===== src/uodr_defines.vh =====
// Constants for the OTG detect and device reset block.
// Assumes inclusion by bare name from the design files.
`ifndef UODR_DEFINES_VH
`define UODR_DEFINES_VH

// ----------------------------------------------------------------------
// Timer pages
// ----------------------------------------------------------------------
`define UODR_PAGE_AWAIT     2'h0
`define UODR_PAGE_PULSE     2'h1
`define UODR_PAGE_PDOWN     2'h2
`define UODR_PAGE_SRP       2'h3

// ----------------------------------------------------------------------
// Reset values
// ----------------------------------------------------------------------
`define UODR_RST_PAGE       2'h0
`define UODR_RST_VALUE      2'h0
`define UODR_RST_CFG        8'h00

// ----------------------------------------------------------------------
// Time-outs in microseconds
// ----------------------------------------------------------------------
`define UODR_T_AWAIT0       32'd20000
`define UODR_T_AWAIT1       32'd50000
`define UODR_T_AWAIT2       32'd70000
`define UODR_T_AWAIT3       32'd100000
`define UODR_T_PULSE0       32'd15000
`define UODR_T_PULSE1       32'd23000
`define UODR_T_PULSE2       32'd31000
`define UODR_T_PULSE3       32'd40000
`define UODR_T_PDOWN0       32'd93000
`define UODR_T_PDOWN1       32'd105000
`define UODR_T_PDOWN2       32'd118000
`define UODR_T_PDOWN3       32'd131000
`define UODR_T_SRP0         32'd10
`define UODR_T_SRP1         32'd100
`define UODR_T_SRP2         32'd1000
`define UODR_T_SRP3         32'd11000

// Clock cycles per microsecond at 200 MHz
`define UODR_CYC_PER_US     32'd200

// ----------------------------------------------------------------------
// Speed status codes
// ----------------------------------------------------------------------
`define UODR_SPD_FULL       2'h0
`define UODR_SPD_HIGH       2'h1

`endif


===== src/uodr_timeout_rom.v =====
// Table of OTG time-outs in clock cycles, registered output.
// Assumes the 200 MHz system clock; page and value come from the core.
`timescale 1ns/1ps
`include "uodr_defines.vh"

module uodr_timeout_rom (
  input  wire        clk_sys_i,
  input  wire        rst_n_i,
  input  wire [1:0]  page_i,
  input  wire [1:0]  value_i,
  output reg  [31:0] cycles_o
);

  reg [31:0] nxt_us;

  // ----------------------------------------------------------------------
  // Time-out selection
  // ----------------------------------------------------------------------
  always @* begin
    nxt_us = `UODR_T_AWAIT0;
    case ({page_i, value_i})
      {`UODR_PAGE_AWAIT, 2'h0}: nxt_us = `UODR_T_AWAIT0;
      {`UODR_PAGE_AWAIT, 2'h1}: nxt_us = `UODR_T_AWAIT1;
      {`UODR_PAGE_AWAIT, 2'h2}: nxt_us = `UODR_T_AWAIT2;
      {`UODR_PAGE_AWAIT, 2'h3}: nxt_us = `UODR_T_AWAIT3;
      {`UODR_PAGE_PULSE, 2'h0}: nxt_us = `UODR_T_PULSE0;
      {`UODR_PAGE_PULSE, 2'h1}: nxt_us = `UODR_T_PULSE1;
      {`UODR_PAGE_PULSE, 2'h2}: nxt_us = `UODR_T_PULSE2;
      {`UODR_PAGE_PULSE, 2'h3}: nxt_us = `UODR_T_PULSE3;
      {`UODR_PAGE_PDOWN, 2'h0}: nxt_us = `UODR_T_PDOWN0;
      {`UODR_PAGE_PDOWN, 2'h1}: nxt_us = `UODR_T_PDOWN1;
      {`UODR_PAGE_PDOWN, 2'h2}: nxt_us = `UODR_T_PDOWN2;
      {`UODR_PAGE_PDOWN, 2'h3}: nxt_us = `UODR_T_PDOWN3;
      {`UODR_PAGE_SRP, 2'h0}:   nxt_us = `UODR_T_SRP0;
      {`UODR_PAGE_SRP, 2'h1}:   nxt_us = `UODR_T_SRP1;
      {`UODR_PAGE_SRP, 2'h2}:   nxt_us = `UODR_T_SRP2;
      {`UODR_PAGE_SRP, 2'h3}:   nxt_us = `UODR_T_SRP3;
      default:                  nxt_us = `UODR_T_AWAIT0;
    endcase
  end

  always @(posedge clk_sys_i or negedge rst_n_i) begin
    if (!rst_n_i) begin
      cycles_o <= 32'h0;
    end else begin
      cycles_o <= nxt_us * `UODR_CYC_PER_US;
    end
  end

endmodule


===== src/uodr_core.v =====
// OTG plug detection, role selection, timer window and device reset.
// Assumes pads and comparators are asynchronous; software side is
// synchronous to clk_sys_i and presents one-cycle write strobes.
//
// Overview of operation
// - Page selector picks one of four timers
// - Page 0 values give 20/50/70/100 ms
// - Page 1 values give 15/23/31/40 ms
// - Page 2 values give 93/105/118/131 ms
// - Page 3 values give 10us/100us/1ms/11ms
// - Page/value writes need prior unlock write
// - Device role: power bit follows session comparator
// - Host role: power bit uses hysteresis
// - Power bit change sets transition flag
// - Status bits track regardless of enable
// - Role from pin or software select
// - Reset: pin select on, role device
// - Role status change sets role flag
// - Hardware reset: freeze, detach, deallocate
// - Pull-up only when attached and powered
// - Enable in device role enters Idle
// - Disable or host role resets device
// - Bus reset resets control endpoint, disables the rest
// - Bus reset negotiates and reports speed
// - Endpoint reset keeps config, toggle, enable
// - Bus reset keeps endpoint interrupt sources
// - Toggle-reset set bit sets toggle reset
`timescale 1ns/1ps
`include "uodr_defines.vh"

module uodr_core #(
  parameter NUM_EP = 8
) (
  input  wire              clk_sys_i,
  input  wire              rst_n_i,
  // Timer window
  input  wire              timer_unlock_wr_i,
  input  wire              timer_wr_i,
  input  wire [1:0]        timer_page_select_i,
  input  wire [1:0]        timer_timeout_value_i,
  output reg  [1:0]        timer_page_select_o,
  output reg  [1:0]        timer_timeout_value_o,
  output reg  [31:0]       timer_cycles_o,
  // Pads and comparators
  input  wire              session_valid_cmp_i,
  input  wire              high_power_valid_cmp_i,
  input  wire              role_id_pin_i,
  // General control
  input  wire              controller_enable_i,
  input  wire              id_pin_enable_wr_i,
  input  wire              id_pin_enable_i,
  input  wire              software_role_select_i,
  input  wire              clock_freeze_wr_i,
  input  wire              clock_freeze_i,
  input  wire              detach_wr_i,
  input  wire              detach_i,
  input  wire              high_speed_ok_i,
  input  wire              bus_power_change_clr_i,
  input  wire              role_change_clr_i,
  // Bus reset from line state logic
  input  wire              bus_reset_i,
  input  wire              host_hs_capable_i,
  input  wire              end_of_bus_reset_clr_i,
  // Endpoints
  input  wire [NUM_EP-1:0] endpoint_enable_wr_i,
  input  wire [NUM_EP-1:0] endpoint_enable_i,
  input  wire [NUM_EP-1:0] endpoint_reset_bit_i,
  input  wire [NUM_EP-1:0] toggle_reset_set_i,
  input  wire [NUM_EP-1:0] endpoint_event_i,
  input  wire [NUM_EP-1:0] toggle_reset_done_i,
  // Status
  output reg               bus_power_o,
  output reg               bus_power_change_flag_o,
  output reg               role_status_o,
  output reg               role_change_flag_o,
  output reg               id_pin_enable_o,
  output reg               clock_freeze_o,
  output reg               detach_o,
  output reg               pullup_dp_o,
  output reg               pullup_dm_o,
  output reg  [1:0]        speed_o,
  output reg               end_of_bus_reset_flag_o,
  output reg  [2:0]        device_state_o,
  output reg  [NUM_EP-1:0] endpoint_enabled_o,
  output reg  [NUM_EP-1:0] endpoint_in_reset_o,
  output reg  [NUM_EP-1:0] memory_allocate_clr_o,
  output reg  [NUM_EP-1:0] endpoint_irq_src_o,
  output reg  [NUM_EP-1:0] toggle_reset_o
);

  // ----------------------------------------------------------------------
  // Device states, one-hot
  // ----------------------------------------------------------------------
  localparam ST_RESET = 3'b001;
  localparam ST_IDLE  = 3'b010;
  localparam ST_RUN   = 3'b100;

  // ----------------------------------------------------------------------
  // Pad synchronisers, three stages
  // ----------------------------------------------------------------------
  reg [2:0] sess_sync_ff;
  reg [2:0] high_sync_ff;
  reg [2:0] id_sync_ff;
  reg       sess_ff;
  reg       high_ff;
  reg       id_pin_ff;

  always @(posedge clk_sys_i or negedge rst_n_i) begin
    if (!rst_n_i) begin
      sess_sync_ff <= 3'h0;
      high_sync_ff <= 3'h0;
      id_sync_ff   <= 3'h7;
      sess_ff      <= 1'b0;
      high_ff      <= 1'b0;
      id_pin_ff    <= 1'b1;
    end else begin
      sess_sync_ff <= {sess_sync_ff[1:0], session_valid_cmp_i};
      high_sync_ff <= {high_sync_ff[1:0], high_power_valid_cmp_i};
      id_sync_ff   <= {id_sync_ff[1:0], role_id_pin_i};
      if (sess_sync_ff[2] == sess_sync_ff[1]) begin
        sess_ff <= sess_sync_ff[2];
      end
      if (high_sync_ff[2] == high_sync_ff[1]) begin
        high_ff <= high_sync_ff[2];
      end
      if (id_sync_ff[2] == id_sync_ff[1]) begin
        id_pin_ff <= id_sync_ff[2];
      end
    end
  end

  // ----------------------------------------------------------------------
  // Timer window
  // ----------------------------------------------------------------------
  reg        unlock_ff;
  wire [31:0] rom_cycles;

  always @(posedge clk_sys_i or negedge rst_n_i) begin
    if (!rst_n_i) begin
      unlock_ff             <= 1'b0;
      timer_page_select_o   <= `UODR_RST_PAGE;
      timer_timeout_value_o <= `UODR_RST_VALUE;
      timer_cycles_o        <= 32'h0;
    end else begin
      timer_cycles_o <= rom_cycles;
      if (timer_wr_i && unlock_ff) begin
        timer_page_select_o   <= timer_page_select_i;
        timer_timeout_value_o <= timer_timeout_value_i;
        unlock_ff             <= 1'b0;
      end else if (timer_unlock_wr_i) begin
        unlock_ff <= 1'b1;
      end
    end
  end

  uodr_timeout_rom u_rom (
    .clk_sys_i (clk_sys_i),
    .rst_n_i   (rst_n_i),
    .page_i    (timer_page_select_o),
    .value_i   (timer_timeout_value_o),
    .cycles_o  (rom_cycles)
  );

  // ----------------------------------------------------------------------
  // Role and bus power
  // ----------------------------------------------------------------------
  reg  nxt_role;
  reg  nxt_power;

  always @* begin
    nxt_role = id_pin_enable_o ? id_pin_ff : software_role_select_i;
    nxt_power = bus_power_o;
    if (role_status_o) begin
      nxt_power = sess_ff;
    end else if (high_ff) begin
      nxt_power = 1'b1;
    end else if (!sess_ff) begin
      nxt_power = 1'b0;
    end
  end

  // Tracking ignores controller_enable_i
  always @(posedge clk_sys_i or negedge rst_n_i) begin
    if (!rst_n_i) begin
      id_pin_enable_o         <= 1'b1;
      role_status_o           <= 1'b1;
      bus_power_o             <= 1'b0;
      bus_power_change_flag_o <= 1'b0;
      role_change_flag_o      <= 1'b0;
    end else begin
      if (id_pin_enable_wr_i) begin
        id_pin_enable_o <= id_pin_enable_i;
      end
      role_status_o <= nxt_role;
      bus_power_o   <= nxt_power;
      if (nxt_power != bus_power_o) begin
        bus_power_change_flag_o <= 1'b1;
      end else if (bus_power_change_clr_i) begin
        bus_power_change_flag_o <= 1'b0;
      end
      if (nxt_role != role_status_o) begin
        role_change_flag_o <= 1'b1;
      end else if (role_change_clr_i) begin
        role_change_flag_o <= 1'b0;
      end
    end
  end

  // ----------------------------------------------------------------------
  // Device mode state machine
  // ----------------------------------------------------------------------
  reg  [2:0] nxt_state;
  wire       dev_kill;
  reg        bus_reset_ff;
  wire       bus_reset_end;

  assign dev_kill      = !controller_enable_i || !role_status_o;
  assign bus_reset_end = bus_reset_ff && !bus_reset_i;

  always @* begin
    nxt_state = device_state_o;
    case (device_state_o)
      ST_RESET: begin
        if (!dev_kill) begin
          nxt_state = ST_IDLE;
        end
      end
      ST_IDLE: begin
        if (dev_kill) begin
          nxt_state = ST_RESET;
        end else if (!clock_freeze_o) begin
          nxt_state = ST_RUN;
        end
      end
      ST_RUN: begin
        if (dev_kill) begin
          nxt_state = ST_RESET;
        end else if (clock_freeze_o) begin
          nxt_state = ST_IDLE;
        end
      end
      default: nxt_state = ST_RESET;
    endcase
  end

  always @(posedge clk_sys_i or negedge rst_n_i) begin
    if (!rst_n_i) begin
      device_state_o          <= ST_RESET;
      clock_freeze_o          <= 1'b1;
      detach_o                <= 1'b1;
      pullup_dp_o             <= 1'b0;
      pullup_dm_o             <= 1'b0;
      speed_o                 <= `UODR_SPD_FULL;
      end_of_bus_reset_flag_o <= 1'b0;
      bus_reset_ff            <= 1'b0;
    end else begin
      device_state_o <= nxt_state;
      if (clock_freeze_wr_i) begin
        clock_freeze_o <= clock_freeze_i;
      end
      if (nxt_state == ST_RESET) begin
        detach_o <= 1'b1;
      end else if (detach_wr_i) begin
        detach_o <= detach_i;
      end
      pullup_dp_o <= !detach_o && bus_power_o && (device_state_o != ST_RESET);
      pullup_dm_o <= 1'b0;
      bus_reset_ff <= bus_reset_i && (device_state_o == ST_RUN);
      if (device_state_o == ST_RESET) begin
        speed_o                 <= `UODR_SPD_FULL;
        end_of_bus_reset_flag_o <= 1'b0;
      end else begin
        if (bus_reset_ff) begin
          speed_o <= (host_hs_capable_i && high_speed_ok_i)
                     ? `UODR_SPD_HIGH : `UODR_SPD_FULL;
        end
        if (bus_reset_end) begin
          end_of_bus_reset_flag_o <= 1'b1;
        end else if (end_of_bus_reset_clr_i) begin
          end_of_bus_reset_flag_o <= 1'b0;
        end
      end
    end
  end

  // ----------------------------------------------------------------------
  // Per-endpoint enable, reset and toggle reset
  // ----------------------------------------------------------------------
  genvar ep;
  generate
    for (ep = 0; ep < NUM_EP; ep = ep + 1) begin : g_ep
      always @(posedge clk_sys_i or negedge rst_n_i) begin
        if (!rst_n_i) begin
          endpoint_enabled_o[ep]    <= 1'b0;
          endpoint_in_reset_o[ep]   <= 1'b0;
          memory_allocate_clr_o[ep] <= 1'b1;
          endpoint_irq_src_o[ep]    <= 1'b0;
          toggle_reset_o[ep]        <= 1'b0;
        end else if (device_state_o == ST_RESET) begin
          endpoint_enabled_o[ep]    <= 1'b0;
          endpoint_in_reset_o[ep]   <= 1'b0;
          memory_allocate_clr_o[ep] <= 1'b1;
          endpoint_irq_src_o[ep]    <= 1'b0;
          toggle_reset_o[ep]        <= 1'b0;
        end else begin
          memory_allocate_clr_o[ep] <= 1'b0;
          if (bus_reset_ff && ep != 0) begin
            endpoint_enabled_o[ep] <= 1'b0;
          end else if (endpoint_enable_wr_i[ep]) begin
            endpoint_enabled_o[ep] <= endpoint_enable_i[ep];
          end
          // Software reset bit held until written back to zero
          endpoint_in_reset_o[ep] <= endpoint_reset_bit_i[ep] ||
                                     (bus_reset_ff && ep == 0);
          // Interrupt sources survive a bus reset
          if (endpoint_event_i[ep]) begin
            endpoint_irq_src_o[ep] <= 1'b1;
          end else if (endpoint_reset_bit_i[ep]) begin
            endpoint_irq_src_o[ep] <= 1'b0;
          end
          if (toggle_reset_set_i[ep] || (bus_reset_ff && ep == 0)) begin
            toggle_reset_o[ep] <= 1'b1;
          end else if (toggle_reset_done_i[ep]) begin
            toggle_reset_o[ep] <= 1'b0;
          end
        end
      end
    end
  endgenerate

endmodule


===== config.mk =====
export PLATFORM = sky130hd
export DESIGN_NAME = uodr_core
export DESIGN_NICKNAME = d
export VERILOG_FILES = /design/src/uodr_timeout_rom.v /design/src/uodr_core.v
export VERILOG_INCLUDE_DIRS = /design/src
export SDC_FILE = /design/constraint.sdc
export NUM_CORES = 1
export LEC_CHECK = 0
export ABC_CLOCK_PERIOD_IN_PS = 5600
export BUFFER_PORTS_ARGS = -buffer_cell sky130_fd_sc_hd__buf_4
export CAP_MARGIN = 30
export CORE_UTILIZATION = 40
export CTS_CLUSTER_SIZE = 12
export DETAILED_ROUTE_END_ITERATION = 8
export GPL_TIMING_DRIVEN = 0
export PLACE_DENSITY = 0.64
export RECOVER_POWER = 100
export SLEW_MARGIN = 20
export SYNTH_ARGS = -nofsm -noshare
export SYNTH_HDL_FRONTEND = slang
export SYNTH_HIERARCHICAL = 1
export SYNTH_SLANG_ARGS = --single-unit
export TNS_END_PERCENT = 30

===== constraint.sdc =====
create_clock -name clk_sys_i -period 5.6 [get_ports clk_sys_i]
set_input_delay 0.28 -clock clk_sys_i [delete_from_list [all_inputs] [get_ports clk_sys_i]]
set_output_delay 0.28 -clock clk_sys_i [all_outputs]
set_load 0.01 [all_outputs]

==> results of run 1 <==
-- cell families (layout without fill, tap and decap cells) --
logic type	count (synthesis)	count (layout)	share of synthesized area
compound gates	102	102	0.1062
xor+xnor	13	13	0.01911
fa+ha+maj	76	76	0.1709
buf+inv	89	287	0.06887
flops	118	118	0.4976
mux	21	21	0.03716
other cells	2	12	0.001260
simple gates	126	126	0.09889
-- how the worst max path moves through the flow --
stage / depth (start not counted) / slack [ns] / start / end
finish: 16 / 0.64 / timer_timeout_value_o[1] / u_rom/cycles_o[22]
global route: 16 / 0.33 / timer_timeout_value_o[1] / u_rom/cycles_o[22]
CTS: 16 / 0.77 / timer_timeout_value_o[1] / u_rom/cycles_o[22]
detailed placement: 16 / 0.81 / timer_timeout_value_o[1] / u_rom/cycles_o[22]
global placement: 16 / 0.69 / timer_timeout_value_o[1] / u_rom/cycles_o[22]
floorplan: 17 / 1.29 / timer_timeout_value_o[1] / u_rom/cycles_o[22]
-- report_power, final --
part	switching, µW	internal [µW]	total (µW)
sequential	78.9	1080	1160
combinational	1560	1070	2630
clock	386	669	1050
-- through the flow --
| stage | util | hold slack (ns) | total power, µW | instance area (µm²) |
|---|---|---|---|---|
| 3_3_place_gp | 0.5116 | 0.3334 | 3875 | 7436 |
| 6_report | 0.5326 | 0.05270 | 4846 | 7741 |
| 4_1_cts | 0.5572 | 0.03545 | 5041 | 8098 |
| 3_5_place_dp | 0.5138 | 0.1994 | 3936 | 7467 |
| 2_1_floorplan | - | -0.01559 | 3144 | 5997 |
| 5_1_grt | 0.5326 | 0.04149 | 5298 | 7741 |
-- worst register-to-register path, stage by stage (launching register included) --
cell,delay (ns)
dfrtp_1,0.56
inv_1,0.19
ha_1,0.35
nor2_1,0.35
a21oi_1,0.13
nor2_1,0.17
a21oi_1,0.12
ha_1,0.36
ha_1,0.31
ha_1,0.33
xor2_1,0.17
ha_1,0.37
a21o_2,0.22
a221o_1,0.41
a31oi_1,0.32
mux2i_1,0.12
a2111o_1,0.38
-- flip-flops by register name, summed over array words and instances (netlist names), 2 cells and up --
name / count
toggle_reset_o: 8
endpoint_irq_src_o: 8
id_sync_ff: 3
sess_sync_ff: 3
timer_cycles_o: 32
device_state_o: 3
endpoint_enabled_o: 8
high_sync_ff: 3
endpoint_in_reset_o: 8
timer_timeout_value_o: 2
timer_page_select_o: 2
u_rom/cycles_o: 22
-- metal layers --
layer,vias up,wire length [µm]
met4,0,174
met5,-,0
met2,146,6735
met3,18,1035
li1,2203,-
met1,2201,5612
-- area by class of cell --
cell class / instances / area [µm²]
Inverter: 61 / 229.0
Timing Repair Buffer: 166 / 949.7
Sequential cell: 118 / 2965
Clock buffer: 18 / 439.2
Clock inverter: 14 / 151.4
Fill cell: 1349 / 6793
Multi-Input combinational cell: 350 / 2600
Buffer: 28 / 176.4
Tap cell: 184 / 230.2
-- layout by cell type (no fill, tap or decap), drive strengths merged, types with 5 or more instances in the layout --
cell and instances:
clkbuf 118, dfrtp 108, buf 90, ha 63, inv 63, nor2 56, a21oi 48, nand2 23
o21ai 18, mux2i 12, conb 12, fa 10, dfstp 10, nand3 9, mux2 9, xor2 8
nand2b 8, clkinv 8, nor2b 6, nor3 6, a21o 6, xnor2 5, o211ai 5
-- repair_timing --
action | 4_1_cts | 5_1_grt
hold buffers | 4 | 0
setup buffers | 0 | 0
hold endpoints to repair | 33 | 0
gates resized for setup | 0 | 0
==> metrics, run 1 <==
initial antenna violation count=0; DRT Wirelength=13,560 µm; syn_area_per_cell=10.89 µm²; row count=44; Reg2Reg Setup Slack=0.64 ns; I/O pin cnt=164; count of cell types in the netlist=54; Setup TNS Final=0 ns; Final GP Congestion=0.8132; Total GRT Usage=0.1787; die height=124.1 µm; total congestion overflow=0; endpoints failing setup=0; Initial DRT Pass Iterations=4; mean routed wirelength per cell=14.44 µm; total CTS buffers=17; Hold Path Class=input port to register; failing checks=capacitance limit, slew limit; DR iter-0 viols=164; Final Hold Viols=0; hold path depth=2; Initial Util=0.4100; minimum clock period=4.961 ns; max-slew violations=121; Ant. Diodes=0; Hold Crit Start=timer_wr_i; met1 usage=0.2116; maximum VDD drop=0.0006385 V; number of synthesized flops with an enable pin=0; CP max-delay cell=dfrtp_1; Core Area=0.01453 mm²; worst path arrival time=5.25 ns; max-cap violations=2; Hold Path End=unlock_ff; critical path's top delay family=adder cells; Worst path max stage delay=0.56 ns; Clock Latency Late Sink=0.41 ns; dominant synthesized flop cell=dfrtp_1; RR Endpoint=u_rom/cycles_o[22]; clock tree buffer depth=2; synthesized cell area=0.005959 mm²; layout cells sized above 1=0.1934; Die Wd=124.1 µm; sequential fraction of the synthesis area=0.4976; vias in the first global route=4,418; Period Utilization, post-route=0.8859; largest net degree at the start of global routing=83; met2 usage=0.3135; CTS tree=done; global routing's busiest layer=met2; Leak=0.003897 µW; ys async rst share=1.000; Cells after Synth=547; top cells by area, synth=dfrtp_1 45%, ha_1 13%, dfstp_2 4.4%, a21oi_1 4.0%, inv_1 3.8%; DP Worst Slack=0.8076 ns; Syn. warnings=6; Inst Count DP=903; status=finished, violations left; most instantiated library cell after synthesis=dfrtp_1; via count=4,568; Port Buffers=161; peak fanout along the critical path=12; post-route ant nets=0; H-Tree Depth=4; Post-DP HPWL=10,640 µm; clk root buf=clkbuf_16; fmax=201.6 MHz; Synth top area share=0.4535; Slew HR=-0.2982; Layout area overhead=29.90%; Cell Pwr Density=626.0 mW/mm²; Synth Register Bits=118; most used cell, CP=ha_1; Vias/cell=4.865; cell type with the largest total area after synthesis=dfrtp_1; Die Area=0.01539 mm²; Buf+Inv Stages, Crit Path=1; Worst setup EP type=register; first-pass GRT wire length=20,800 µm; startpoint types=register; RSZ-0062 raised after global routing=false; crit-path cells=inv_1 -> ha_1 -> nor2_1 -> a21oi_1 -> nor2_1 -> a21oi_1 -> ha_1 -> ha_1 -> ha_1 -> xor2_1 -> ha_1 -> a21o_2 -> a221o_1 -> a31oi_1 -> mux2i_1 -> a2111o_1; Worst EP required=5.89 ns; Final #Nets=888; R2R cell count=16; DRC=0; critical path class=register to register; Worst-Margin Slew=1.947 ns; Final WS setup=0.6391 ns; non-filler cells, final=939; RR Startpoint=timer_timeout_value_o[1]; met3 usage=0.04899; CTS sink cnt=118; Max Clock Skew=0.006320 ns; top post-synthesis cells by count=108 x dfrtp_1, 63 x ha_1, 61 x inv_1; Clk pin slew, worst setup/hold paths=0.06 ns
Power figures use the tool's default switching activity.
==> run 2, diff against run 1 <==
CORE_MARGIN = 5   (was unset)
==> run 2 against run 1 <==
Against the previous run: wire length rose by 4.3%; largest cell class unchanged; sequential power barely moved; sequential share of layout area rose by 0.14 points; power fell by 1.5%; worst setup slack improved by 0.0075 ns; the run still ends with capacitance limit, slew limit left; clock skew barely moved; register-to-register slack barely moved; global-route usage fell by 1.3 points; largest power group unchanged; critical path type unchanged; die area rose by 13%; core utilization fell by 0.39 points; design area fell by 0.36%; worst hold slack improved by 0.0045 ns.
==> metrics, run 2 (synthesis results as in run 1) <==
status=finished, violations left; failing checks=capacitance limit, slew limit; clk root buf=clkbuf_16; RR Startpoint=timer_timeout_value_o[1]; Worst EP required=5.89 ns; maximum VDD drop=0.0005828 V; DR iter-0 viols=239; post-route ant nets=0; final core occ=0.5287; max-cap violations=2; Die Wd=132.1 µm; Initial Util=0.4085; initial antenna violation count=0; Setup TNS Final=0 ns; Core Area=0.01459 mm²; H-Tree Depth=4; clock share of power=0.213; die height=132.1 µm; Cell Pwr Density=618.7 mW/mm²; Max Clock Skew=0.006261 ns; total congestion overflow=0; Die Area=0.01744 mm²; Period Utilization, post-route=0.8845; peak fanout along the critical path=12; Final Hold Viols=0; mean routed wirelength per cell=15.08 µm; Final #Nets=888; I/O pin cnt=164; Worst-Margin Slew=2.320 ns; Layout area overhead=29.44%; Logic pwr share=0.542; Sw Share=0.4155; Hold Crit Start=timer_wr_i; Initial DRT Pass Iterations=4; row count=44; commonest non-fill, non-tap cell in the layout=dfrtp_1; layout cells sized above 1=0.1883; Hold Path Class=input port to register; most flop-heavy register=timer_cycles_o; critical path class=register to register; Regs by FF count=timer_cycles_o: 32 flops, u_rom/cycles_o: 22 flops; Setup Buffers After CTS=0; Clk pin slew, worst setup/hold paths=0.05 ns; total CTS buffers=17; CTS sink cnt=118; largest net degree at the start of global routing=74; via count=4,517; commonest non-fill, non-tap cells in the layout=108 x dfrtp_1, 91 x clkbuf_1, 89 x buf_4; endpoints failing setup=0; RSZ-0062 raised after global routing=false; dpl cell area=0.007467 mm²; worst path arrival time=5.24 ns; Finished Cell Area=0.007714 mm²; Total GRT Usage=0.1661; Reg2Reg Setup Slack=0.65 ns; Critical Path Start=timer_timeout_value_o[1]; Vias/cell=4.816; Clock Latency Late Sink=0.41 ns; Slew HR=-0.5464; Int Power=2789 µW; first-pass GRT wire length=23,580 µm; Leak=0.003878 µW; DRT Wirelength=14,150 µm; minimum clock period=4.953 ns; clock tree buffer depth=2; Port Buffers=161; DRC=0; max-slew violations=121; startpoint types=register; sequential share of power=0.245; switching power total=1983 µW; Final GP Congestion=0.8555; max reg flops=32; Ant. Diodes=0; Post-DP HPWL=11,210 µm; Worst setup EP type=register; CTS tree=done; fmax=201.9 MHz; total chip power=4772 µW; final hold slack=0.05720 ns; vias in the first global route=4,740
run 2: through the flow:
step | instances | setup WS, ns
6_report | 938 | 0.6466
4_1_cts | 938 | 0.7822
2_1_floorplan | 557 | 1.294
5_1_grt | 938 | 0.4181
3_5_place_dp | 903 | 0.8194
3_3_place_gp | 902 | 0.7816
run 2: worst max-delay path, stage by stage (launching register included):
cell	delay [ns]
dfrtp_1	0.57
inv_1	0.19
ha_1	0.37
nor2_1	0.33
a21oi_1	0.11
nor2_1	0.16
a21oi_1	0.12
ha_1	0.35
ha_1	0.30
ha_1	0.33
xor2_1	0.17
ha_1	0.37
a21o_2	0.23
a221o_1	0.41
a31oi_1	0.31
mux2i_1	0.12
a2111o_1	0.39
run 2: repair_timing:
item,CTS,global route
endpoints found under the hold margin,42,0
endpoints found under the setup margin,0,0
resized for setup,0,0
hold buffers,4,0
run 2: worst paths after layout:
check                      cells after the start                endpoint
hold reg to reg                                0      timer_cycles_o[11]
max in group asynchronous                      3       toggle_reset_o[5]
hold / removal                                 2               unlock_ff
setup reg to reg                              16      u_rom/cycles_o[22]
min in group asynchronous                      2  endpoint_in_reset_o[4]
setup / recovery                              16      u_rom/cycles_o[22]
run 2: per-layer routing:
metal  wire length (µm)  GRT usage  share of wire
met5                  0          0              0
met4                197    0.04343          0.014
met3                934    0.05573          0.066
met2               7006     0.2805           0.50
met1               6008     0.2046           0.42
run 2: final cells by class:
class / count / area, µm²
flip-flops and latches: 118 / 2965
clock inverters: 12 / 132.6
plain buffers: 28 / 176.4
inverters: 61 / 229.0
repair buffers: 166 / 949.7
well taps: 184 / 230.2
fillers: 1353 / 6875
clock buffers: 19 / 432.9
multi-input cells: 350 / 2597
run 2: power by group through the flow:
stage / Sequential, µW / Combinational [µW] / Clock [µW]
5_1_grt: 1190 / 2940 / 1090
3_3_place_gp: 1180 / 2690 / 0
4_1_cts: 1180 / 2750 / 1050
3_5_place_dp: 1190 / 2730 / 0
2_1_floorplan: 1230 / 1920 / 0
6_report: 1170 / 2590 / 1020
